<file path="src/bpi_pkg.sv">
package bpi_pkg;
	localparam int W_DATA = 16;
	localparam int W_ADDR = 3;
	localparam int N_AXIS = 3;
	localparam int N_SLOT = 4;
	localparam int N_OP = 7;

	// Device bus addresses.
	localparam logic [2:0] ADDR_CMD = 3'h0;
	localparam logic [2:0] ADDR_STATUS = 3'h0;
	localparam logic [2:0] ADDR_PAT_FIRST = 3'h2;
	localparam logic [2:0] ADDR_MODE = 3'h5;

	// Command codes written to the command word.
	localparam logic [15:0] CMD_START2 = 16'h0034;
	localparam logic [15:0] CMD_START3 = 16'h0035;
	localparam logic [15:0] CMD_WR_EN = 16'h0036;
	localparam logic [15:0] CMD_WR_DIS = 16'h0037;
	localparam logic [15:0] CMD_PUSH = 16'h0038;
	localparam logic [15:0] CMD_CLEAR = 16'h0039;
	localparam logic [15:0] CMD_INT_CLR = 16'h003D;

	// Mode-control word fields.
	localparam int MODE_INT_EN = 15;
	localparam int MODE_CLV_HI = 9;
	localparam int MODE_CLV_LO = 8;
	localparam logic [1:0] CLV_TWO = 2'h1;
	localparam logic [1:0] CLV_THREE = 2'h3;
	localparam logic [15:0] MODE_RESET = 16'h0000;

	// Main status word fields.
	localparam int STAT_CNT_HI = 14;
	localparam int STAT_CNT_LO = 13;
	localparam int STAT_BUSY = 8;
	localparam logic [1:0] CNT_FULL = 2'h3;
	localparam logic [3:0] LAST_BIT = 4'hF;

	// Range selection codes.
	localparam logic [1:0] RANGE_MAIN = 2'h0;
	localparam logic [1:0] RANGE_SECOND = 2'h1;
	localparam logic [1:0] RANGE_THIRD = 2'h2;

	// Host controller registers.
	localparam logic [2:0] HREG_CTRL = 3'h0;
	localparam logic [2:0] HREG_MODE = 3'h1;
	localparam logic [2:0] HREG_DEV = 3'h2;
	localparam logic [2:0] HREG_PAT_FIRST = 3'h4;
	localparam int HCTRL_BUSY = 0;
	localparam int HCTRL_PEND = 1;
	localparam int HCTRL_INT = 2;

	// Host operation bits, served lowest first.
	localparam int OP_MODE = 0;
	localparam int OP_CLEAR = 1;
	localparam int OP_WR_EN = 2;
	localparam int OP_PUSH = 3;
	localparam int OP_START = 4;
	localparam int OP_WR_DIS = 5;
	localparam int OP_INT_CLR = 6;
	localparam logic [2:0] PAT_LAST = 3'h4;
endpackage

</file>
<file path="src/bpi_if.sv">
`timescale 1ns/100ps
interface bpi_if;
	import bpi_pkg::*;
	logic [W_ADDR-1:0] busAddr;
	logic [W_DATA-1:0] busWdata;
	logic              busWr;
	logic              busRd;
	logic [W_DATA-1:0] busRdata;
	logic              intOutN;
	logic              intOutNOe;
	logic              intLineN;

	// Open-drain line with its pull-up folded in.
	assign intLineN = intOutNOe ? intOutN : 1'b1;

	modport device (
		input  busAddr,
		input  busWdata,
		input  busWr,
		input  busRd,
		output busRdata,
		output intOutN,
		output intOutNOe
	);
	modport host (
		output busAddr,
		output busWdata,
		output busWr,
		output busRd,
		input  busRdata,
		input  intLineN
	);
endinterface

</file>
<file path="src/bpi_device.sv">
// The register addresses and the plain strobed port were decided locally.
`timescale 1ns/100ps
// Behaviour
// - Host sets interrupt enable bit 15 first
// - Interrupt when stack count drops two to one
// - Push command stacks patterns, clears interrupt
// - Command 3Dh clears interpolation interrupt
// - Drive stop clears interrupt, releases line
// - 36h enables, 37h disables, 39h clears
// - Command 34h starts two-axis pattern drive
// - Host waits while stack count reads three
// - Status bit 8 shows drive running
// - Host supplies four 16-bit words, pushed as one group
// - Each word holds 16 points, LSB first
// - Mode bits 9,8 = 0,1: two-axis CLV
// - One axis main range, both second range
// - Host loads second range at 1.414x
// - Mode bits 9,8 = 1,1: three-axis CLV
// - One/two/three axes pick main/second/third range
// - Two-axis CLV on three axes: first two
// - Stack count steers push into slots
// - Pulse on bit 0, advance after 16
// - Both first-axis bits set ends drive
// - All axes step on main basic pulse
module bpi_device
	import bpi_pkg::*;
(
	input  wire logic              ref_clk,
	input  wire logic              srst,
	bpi_if.device                  bus,
	input  wire logic              basicPulse,
	input  wire logic              stopReq,
	output logic [bpi_pkg::N_AXIS-1:0] plusPulse,
	output logic [bpi_pkg::N_AXIS-1:0] minusPulse,
	output logic [1:0]             rangeSel,
	output logic                   driveBusy
);
	import bpi_pkg::*;

	typedef logic [N_AXIS-1:0][1:0][W_DATA-1:0] bpi_pat_t;

	typedef struct packed {
		logic [1:0]        stackCnt;
		logic [3:0]        bitIdx;
		logic              busy;
		logic              three;
		logic              wrEn;
		logic              intPend;
		logic [W_DATA-1:0] mode;
		bpi_pat_t          hold;
		bpi_pat_t          shift;
		bpi_pat_t          q1;
		bpi_pat_t          q2;
		logic [N_AXIS-1:0] plusP;
		logic [N_AXIS-1:0] minusP;
		logic [1:0]        rangeSel;
		logic [W_DATA-1:0] rdata;
	} bpi_dev_s;

	bpi_dev_s r;
	bpi_dev_s next_r;

	// Count of stepping axes picks the range; only first two in mode 01.
	function automatic logic [1:0] clvRange(input logic [1:0] clv,
		input logic [N_AXIS-1:0] step);
		logic [1:0] cnt;
		cnt = 2'(step[0]) + 2'(step[1]) + 2'(step[2]);
		clvRange = RANGE_MAIN;
		if (clv == CLV_TWO && step[0] && step[1])
		begin
			clvRange = RANGE_SECOND;
		end
		else if (clv == CLV_THREE && cnt == 2'h2)
		begin
			clvRange = RANGE_SECOND;
		end
		else if (clv == CLV_THREE && cnt == 2'h3)
		begin
			clvRange = RANGE_THIRD;
		end
	endfunction

	always_comb
	begin
		logic              intSet;
		logic              intClr;
		logic              isCmd;
		logic [2:0]        off;
		logic [N_AXIS-1:0] active;
		intSet = 1'b0;
		intClr = 1'b0;
		isCmd = bus.busWr && bus.busAddr == ADDR_CMD;
		off = 3'(bus.busAddr - ADDR_PAT_FIRST);
		active = {r.three, 2'b11};
		next_r = r;
		next_r.plusP = '0;
		next_r.minusP = '0;
		next_r.rdata = '0;

		if (bus.busRd)
		begin
			case (bus.busAddr)
				ADDR_STATUS:
				begin
					next_r.rdata[STAT_CNT_HI:STAT_CNT_LO] = r.stackCnt;
					next_r.rdata[STAT_BUSY] = r.busy;
				end
				ADDR_MODE:
				begin
					next_r.rdata = r.mode;
				end
				default:
				begin
					next_r.rdata = '0;
				end
			endcase
		end

		// Every axis steps together on the main axis basic pulse, the third only after a 35h start.
		if (r.busy && basicPulse)
		begin
			if (r.shift[0][0][0] && r.shift[0][1][0])
			begin
				next_r.busy = 1'b0;
				next_r.stackCnt = '0;
				next_r.bitIdx = '0;
			end
			else
			begin
				for (int a = 0; a < N_AXIS; a++)
				begin
					next_r.plusP[a] = active[a] & r.shift[a][0][0];
					next_r.minusP[a] = active[a] & r.shift[a][1][0];
					for (int d = 0; d < 2; d++)
					begin
						next_r.shift[a][d] = {1'b0, r.shift[a][d][15:1]};
					end
				end
				next_r.rangeSel = clvRange(r.mode[MODE_CLV_HI:MODE_CLV_LO],
					next_r.plusP | next_r.minusP);
				next_r.bitIdx = 4'(r.bitIdx + 4'h1);
				if (r.bitIdx == LAST_BIT)
				begin
					next_r.shift = r.q1;
					next_r.q1 = r.q2;
					next_r.stackCnt = 2'(r.stackCnt - 2'h1);
					intSet = r.stackCnt == 2'h2 && r.mode[MODE_INT_EN];
					if (r.stackCnt == 2'h1)
					begin
						next_r.busy = 1'b0;
					end
				end
			end
		end

		if (stopReq)
		begin
			next_r.busy = 1'b0;
		end

		if (isCmd)
		begin
			case (bus.busWdata)
				CMD_START2, CMD_START3:
				begin
					next_r.busy = r.stackCnt != 2'h0;
					next_r.three = bus.busWdata == CMD_START3;
				end
				CMD_WR_EN:
				begin
					next_r.wrEn = 1'b1;
				end
				CMD_WR_DIS:
				begin
					next_r.wrEn = 1'b0;
				end
				CMD_CLEAR:
				begin
					next_r.stackCnt = '0;
					next_r.bitIdx = '0;
				end
				CMD_INT_CLR:
				begin
					intClr = 1'b1;
				end
				CMD_PUSH:
				begin
					intClr = 1'b1;
					// Slot follows the count after any advance this cycle.
					case (next_r.stackCnt)
						2'h0:
						begin
							next_r.shift = r.hold;
						end
						2'h1:
						begin
							next_r.q1 = r.hold;
						end
						2'h2:
						begin
							next_r.q2 = r.hold;
						end
						default:
						begin
							next_r.q2 = r.q2;
						end
					endcase
					if (next_r.stackCnt != CNT_FULL)
					begin
						next_r.stackCnt = 2'(next_r.stackCnt + 2'h1);
					end
				end
				default:
				begin
					intClr = 1'b0;
				end
			endcase
		end
		else if (bus.busWr && r.wrEn && bus.busAddr >= ADDR_PAT_FIRST)
		begin
			next_r.hold[off[2:1]][off[0]] = bus.busWdata;
		end
		else if (bus.busWr && bus.busAddr == ADDR_MODE)
		begin
			next_r.mode = bus.busWdata;
		end

		if (r.busy && !next_r.busy)
		begin
			intClr = 1'b1;
		end
		// A new refill event outweighs a clear in the same cycle.
		next_r.intPend = (r.intPend & ~intClr) | intSet;

		if (srst)
		begin
			next_r = '0;
			next_r.mode = MODE_RESET;
		end
	end

	always_ff @(posedge ref_clk)
	begin
		r <= next_r;
	end

	assign bus.busRdata = r.rdata;
	assign bus.intOutN = 1'b0;
	assign bus.intOutNOe = r.intPend;
	assign plusPulse = r.plusP;
	assign minusPulse = r.minusP;
	assign rangeSel = r.rangeSel;
	assign driveBusy = r.busy;
endmodule

</file>
<file path="src/flat_wrapper.sv">
// flat-port wrapper written by rule: the top's interface ports become plain ports
module bpi_device_flat import bpi_pkg::*;
  (ref_clk, srst, basicPulse, stopReq, plusPulse, minusPulse, rangeSel, driveBusy, bus_busAddr, bus_busWdata, bus_busWr, bus_busRd, bus_busRdata, bus_intOutN, bus_intOutNOe);
  bpi_if bus_i ();
  input  wire logic ref_clk;
  input  wire logic srst;
  input  wire logic basicPulse;
  input  wire logic stopReq;
  output logic [bpi_pkg::N_AXIS-1:0] plusPulse;
  output logic [bpi_pkg::N_AXIS-1:0] minusPulse;
  output logic [1:0] rangeSel;
  output logic driveBusy;
  input wire logic [$bits(bus_i.busAddr)-1:0] bus_busAddr;
  input wire logic [$bits(bus_i.busWdata)-1:0] bus_busWdata;
  input wire logic [$bits(bus_i.busWr)-1:0] bus_busWr;
  input wire logic [$bits(bus_i.busRd)-1:0] bus_busRd;
  output wire logic [$bits(bus_i.busRdata)-1:0] bus_busRdata;
  output wire logic [$bits(bus_i.intOutN)-1:0] bus_intOutN;
  output wire logic [$bits(bus_i.intOutNOe)-1:0] bus_intOutNOe;
  assign bus_i.busAddr = bus_busAddr;
  assign bus_i.busWdata = bus_busWdata;
  assign bus_i.busWr = bus_busWr;
  assign bus_i.busRd = bus_busRd;
  assign bus_busRdata = bus_i.busRdata;
  assign bus_intOutN = bus_i.intOutN;
  assign bus_intOutNOe = bus_i.intOutNOe;
  bpi_device u_core (.ref_clk(ref_clk), .srst(srst), .bus(bus_i), .basicPulse(basicPulse), .stopReq(stopReq), .plusPulse(plusPulse), .minusPulse(minusPulse), .rangeSel(rangeSel), .driveBusy(driveBusy));
endmodule
</file>
<file path="config.mk">
export PLATFORM = sky130hd
export DESIGN_NAME = bpi_device_flat
export DESIGN_NICKNAME = d
export VERILOG_FILES = /design/src/bpi_pkg.sv /design/src/bpi_if.sv /design/src/bpi_device.sv /design/src/flat_wrapper.sv
export SDC_FILE = /design/constraint.sdc
export NUM_CORES = 1
export LEC_CHECK = 0
export BUFFER_PORTS_ARGS = -buffer_cell sky130_fd_sc_hd__buf_4
export CAP_MARGIN = 20
export CORE_ASPECT_RATIO = 1.5
export CORE_MARGIN = 10
export CORE_UTILIZATION = 50
export CTS_CLUSTER_SIZE = 24
export DETAILED_ROUTE_END_ITERATION = 8
export PLACE_DENSITY_LB_ADDON = 0.08
export SLEW_MARGIN = 20
export SYNTH_ARGS = -nofsm -noshare
export SYNTH_HDL_FRONTEND = slang
export SYNTH_SLANG_ARGS = --single-unit
</file>
<file path="constraint.sdc">
create_clock -name ref_clk -period 7.6 [get_ports ref_clk]
set_input_delay 2.28 -clock ref_clk [delete_from_list [all_inputs] [get_ports ref_clk]]
set_output_delay 2.28 -clock ref_clk [all_outputs]
set_load 0.02 [all_outputs]
</file>
== After elaboration in Yosys (flattened, before gate mapping) ==
Cells that the tools add are included.

* $add $sub $neg: 6
* Order comparisons: 5
* Reductions and logical operators: 30
* Multiplexer cells: 36
* Equality and inequality tests: 18
* Bitwise gates (word level): 12

{| class="wikitable"
|+ Operator list
! cell !! number
|-
| 192-bit 2-to-1 mux || 3
|-
| 288-bit 2-to-1 mux || 2
|-
| 96-bit 2-to-1 mux || 3
|-
| 16-bit by 6-bit equality test with 1-bit output, second input constant || 7
|-
| 96-bit bitwise mux || 1
|-
| 32-bit demux with 2-bit select || 1
|-
| 32-bit 2-to-1 mux || 1
|-
| 16-bit demux with 1-bit select || 1
|-
| 16-bit 2-to-1 mux || 1
|-
| 1-bit logical AND || 14
|-
| 7-bit 2-to-1 mux || 2
|-
| 2-bit 2-to-1 mux || 6
|-
| 2-bit equality test, second input constant || 5
|-
| 1-bit 2-to-1 mux || 9
|-
| 9-bit 2-to-1 mux || 1
|-
| 2-bit case mux with 2 select lines || 2
|-
| 2-bit AND reduction || 4
|-
| 1-bit inverter || 7
|-
| 2-bit by 1-bit equality test with 1-bit output, second input constant || 3
|-
| 3-bit AND reduction || 2
|-
| 2-bit OR reduction || 3
|-
| 3-bit OR reduction || 2
|-
| 4-bit by 1-bit adder with 4-bit output, second input constant || 1
|-
| 4-bit equality test, second input constant || 1
|-
| other kinds (21) || 25
|}

* Flip-flop bits (word level): 434
* Word-level logic and storage cells: 143
* Bits of input ports: 25

== Depth between registers and ports, before layout ==
* Depth in word-level cells: 15
* Depth in mapped cells: 10

== Worst setup path before layout ==
OpenSTA, ideal clock, no wires.

* Kind: input to register
* Start: input bus_busWdata[8]
* End: register u_core.r[223] (netlist name)
* Arrival time: 3954 ps
* Path slack: 3528 ps
* Buffers on the path: 5
* Setup time: 118 ps
* Data required time: 7482 ps
* Cell stages on the path: 10
* Path through: buf_2 nor4b_2 and4_1 buf_4 nand3_4 or3_1 buf_2 buf_12 buf_12 mux2i_1

* Word-level cells in the longest chain between the ends: 3

{| class="wikitable"
|+ RTL lines
! element !! RTL line !! RTL
|-
| start: declaration || flat_wrapper.sv:14 || <nowiki>input wire logic [$bits(bus_i.busWdata)-1:0] bus_busWdata;</nowiki>
|-
| 16-bit by 6-bit equality test with 1-bit output || bpi_device.sv:163 || <nowiki>case (bus.busWdata)</nowiki>
|-
| 288-bit 2-to-1 mux || bpi_device.sv:163 ||
|-
| 288-bit 2-to-1 mux || bpi_device.sv:161 || <nowiki>if (isCmd)</nowiki>
|-
| end signal: assignment || bpi_device.sv:244 || <nowiki>r <= next_r;</nowiki>
|-
| end: declaration || bpi_device.sv:60 || <nowiki>bpi_dev_s r;</nowiki>
|}

Every way passes these cells.
A chain may end at the register's enable or synchronous reset.

== Worst setup path in the final report ==
* Start: input basicPulse
* End: register u_core.r[95] (netlist name)

* Word-level cells in the longest chain between the ends: 4

{| class="wikitable"
|+ RTL lines
! element !! RTL line !! RTL
|-
| start: declaration || flat_wrapper.sv:7 || <nowiki>input wire logic basicPulse;</nowiki>
|-
| 1-bit logical AND || bpi_device.sv:120 || <nowiki>if (r.busy && basicPulse)</nowiki>
|-
| 7-bit 2-to-1 mux || bpi_device.sv:120 ||
|-
| 2-bit equality test || bpi_device.sv:190 || <nowiki>case (next_r.stackCnt)</nowiki>
|-
| 3-bit AND reduction (no source line) || n/a ||
|}

Every way passes these cells.

==> summary.txt <==
Run status
  – Status: finished clean

Run
  – Max-Cap Viols: 0

Synth
  – Synthesized flop and latch total: 434
  – Post-synth net total: 2200
  – Cell accounting for the most synthesized area: dfxtp_1
  – Yosys top cell area share: 0.451
  – Post-Syn Instances: 2170
  – Avg Inst Size Synth: 8.88 sq um
  – Post-Syn Area: 0.0193 sq mm
  – Ys Warns: 0
  – Sequential fraction of the synthesis area: 0.451
  – Area contributors post-synth: dfxtp_1 (45%), mux2i_1 (15%), nand2_1 (8.1%)
  – Synth cell types: 52

Global route
  – First-pass GRT wire length: 81.1 mm
  – Largest net degree at the start of global routing: 186
  – Total congestion overflow: 0
  – GR Util All Layers: 0.212
  – Vias in the first global route: 14400
  – Antenna violations before repair: 0

Placement
  – I/O Buffers: 50
  – Dpl ws: 2.30 ns
  – Placed cell areas: 0.0195 sq mm
  – RePlAce Congestion: 0.777
  – Post-Place Cells: 2524
  – Dpl hpwl: 29.5 mm

Final layout
  – Layout area overhead: 8.82%
  – Fin area: 0.0210 sq mm
  – Layout Cells excl Fill: 2604
  – Layout cell share with drive strength beyond 1: 0.0830
  – Core Util, Final: 0.547
  – Nets@finish: 2105

Critical path
  – Critical path class: primary input to flip-flop
  – Critical-path cell list: buf_4, nand2_1, nor3_1, mux2_2, or3b_4, buf_4, mux2i_1
  – CP endpoint: u_core.r[95]$_SDFFE_PP0P_
  – Delay of the slowest cell on the worst path: 0.83 ns
  – Worst R2R Setup Slack: 3.63 ns
  – Crit. Startpoint: basicPulse
  – Worst r2r dst: u_core.r[275]$_SDFF_PP0_
  – Most used cell, CP: buf_4
  – Worst-path maximum fanout: 38
  – CP Data Arrival Time: 5.23 ns
  – R2R cell count: 7
  – WP data required: 8.08 ns
  – Nature of the critical path endpoint: flip-flop
  – Crit start category: primary input
  – FF-to-FF Start: u_core.r[428]$_SDFF_PP0_
  – CP max stage cell: nor3_1

Clock tree
  – Longest Clk Path Bufs: 3
  – Root Driver: clkbuf_16
  – Clock Latency Late Sink: 0.56 ns
  – Hold buffers post-CTS: 0
  – Setup Fix Bufs, Post-CTS: 0
  – Total CTS buffers: 44
  – CTS tree: built
  – H-tree lvl count: 2
  – CTS sink count: 434
  – Clk slew on worst S/H paths: 0.06 ns
  – CTS resizes: 0

Die
  – Initial Util: 0.503
  – Boundary pin count: 52
  – Die area: 0.0470 sq mm
  – FP Rows: 88
  – Floorplan core area: 0.0383 sq mm
  – Die H: 260 um
  – Die Wd: 180 um

Hold path
  – Worst hold path class: flip-flop to flip-flop

Routing
  – Final ANT Viol Nets: 0
  – Detailed Route Iter0 Violations: 1094
  – WL final: 51.7 mm
  – DRC Markers: 0
  – Drt wl/cell: 19.8 um
  – Initial DRT Pass Iterations: 5
  – Vias: 14900
  – DR vias/cell: 5.71

STA
  – RSZ-0062 raised after global routing: no
  – Final worst slack: 2.85 ns
  – Least-Margin Pin Slew: 1.12 ns
  – Rel. slew slack: 0.256
  – Setup Viol. Count Final: 0
  – Fin. Hold Viols: 0
  – Final min period: 4.75 ns
  – Peak Freq: 210 MHz
  – Part of the cycle the worst path needs: 0.625
  – Slew Viols, Final: 0
  – WHS: 0.451 ns
  – Setup Total Neg Slack: 0 ns
  – Layout Skew: 0.0214 ns

Power
  – Leakage: 8.65 nW
  – Sw power: 0.994 mW
  – Combinational Power Share: 0.024
  – Max VDD drop: 0.000216 V
  – PwrDens: 218 mW/mm^2
  – Design internal power: 3.58 mW
  – Clock Power Share: 0.478
  – Sw frac: 0.217
  – Overall power: 4.57 mW
  – Flop pwr share: 0.498
worst min path at each step:
| stage | startpoint | end | slack, ns | cells past startpoint |
|---|---|---|---|---|
| 6_report | u_core.r[420]$_SDFFE_PP0P_ | u_core.r[420]$_SDFFE_PP0P_ | 0.45 | 2 |
| 5_1_grt | u_core.r[420]$_SDFFE_PP0P_ | u_core.r[420]$_SDFFE_PP0P_ | 0.46 | 2 |
| 4_1_cts | u_core.r[420]$_SDFFE_PP0P_ | u_core.r[420]$_SDFFE_PP0P_ | 0.45 | 2 |
| 3_5_place_dp | u_core.r[413]$_SDFFE_PP0P_ | u_core.bus.busRdata[5]$_SDFF_PP0_ | 0.44 | 1 |
| 3_3_place_gp | u_core.r[411]$_SDFFE_PP0P_ | u_core.bus.busRdata[3]$_SDFF_PP0_ | 0.44 | 1 |
| 2_1_floorplan | u_core.r[408]$_SDFFE_PP0P_ | u_core.bus.busRdata[0]$_SDFF_PP0_ | 0.43 | 1 |
power groups by stage:
| stage | clock (mW) | sequential, mW | combinational (mW) |
|---|---|---|---|
| 2_1_floorplan | 0 | 2.33 | 0.0677 |
| 6_report | 2.18 | 2.28 | 0.111 |
| 3_5_place_dp | 0 | 2.33 | 0.110 |
| 3_3_place_gp | 0 | 2.33 | 0.109 |
| 4_1_cts | 2.22 | 2.28 | 0.110 |
| 5_1_grt | 2.31 | 2.28 | 0.116 |
synth_stat cells, drive strengths merged:
master,instances
ha,4
a32o,1
a21o,3
or2,9
nand4,2
mux2i,290
nand2,418
o21ai,5
o221ai,1
nor3b,4
a211oi,97
buf,71
nand3,8
o2bb2ai,1
nor3,6
mux2,1
nor2,204
a311o,90
a21oi,119
inv,2
nor4b,3
and4,1
and2b,1
or3b,2
dfxtp,434
conb,1
nor4,2
o21a,1
or3,3
nand2b,196
nand3b,4
clkbuf,142
o31ai,1
nand4bb,1
and2,20
a22oi,11
nor2b,2
and4b,1
fa,1
nor4bb,1
o2111ai,1
and3,5
registers in the layout, summed over array words and instances, names as in the netlist:
| name | cells |
|---|---|
| u_core.bus.busRdata | 16 |
| u_core.plusPulse | 3 |
| u_core.r | 408 |
| u_core.minusPulse | 3 |
| u_core.rangeSel | 2 |
| u_core.driveBusy | 1 |
| u_core.bus.intOutNOe | 1 |
layout by cell type (no fill, tap or decap), types with 4 or more instances in the layout:
cell type,instances
nand3_1,5
clkbuf_1,8
clkinv_2,8
clkbuf_8,13
clkbuf_16,46
ha_1,4
nand2b_1,196
buf_12,4
a21oi_1,119
dfxtp_1,434
mux2i_1,290
a211oi_1,97
a311o_1,90
nand2_1,418
a22oi_1,11
or2_2,9
buf_4,67
nand3b_1,4
nor2_1,202
and2_1,20
o21ai_0,5
and3_1,4
cells by family after synthesis:
logic type / after synthesis / synth area share
flops: 434 / 0.451
simple gates: 893 / 0.212
buf+inv: 215 / 0.0571
mux: 291 / 0.151
fa+ha+maj: 5 / 0.00364
compound gates: 331 / 0.125
other cells: 1 / 0.000195
cell type report:
type,count,area [sq um]
fill,3550,17300
multi-input combinational,1521,9600
sequential,434,8690
clock buffer,67,1360
tap,495,619
timing repair buffer,72,598
clock inverter,12,103
inverter,2,7.51
antenna,1,2.50
worst max-delay path: cells and delay by family:
kind,cells,cell delay (ns)
simple gates,3,1.44
buf+inv,2,0.76
mux,2,0.66
per-layer routing:
layer  GRT usage  part of all wire  up-vias
li1            -                 -     7198
met5           0                 0        -
met1       0.273              0.45     7296
met4      0.0614             0.024        0
met2       0.366              0.48      296
met3      0.0280             0.046       66
Power figures use the tool's default switching activity.
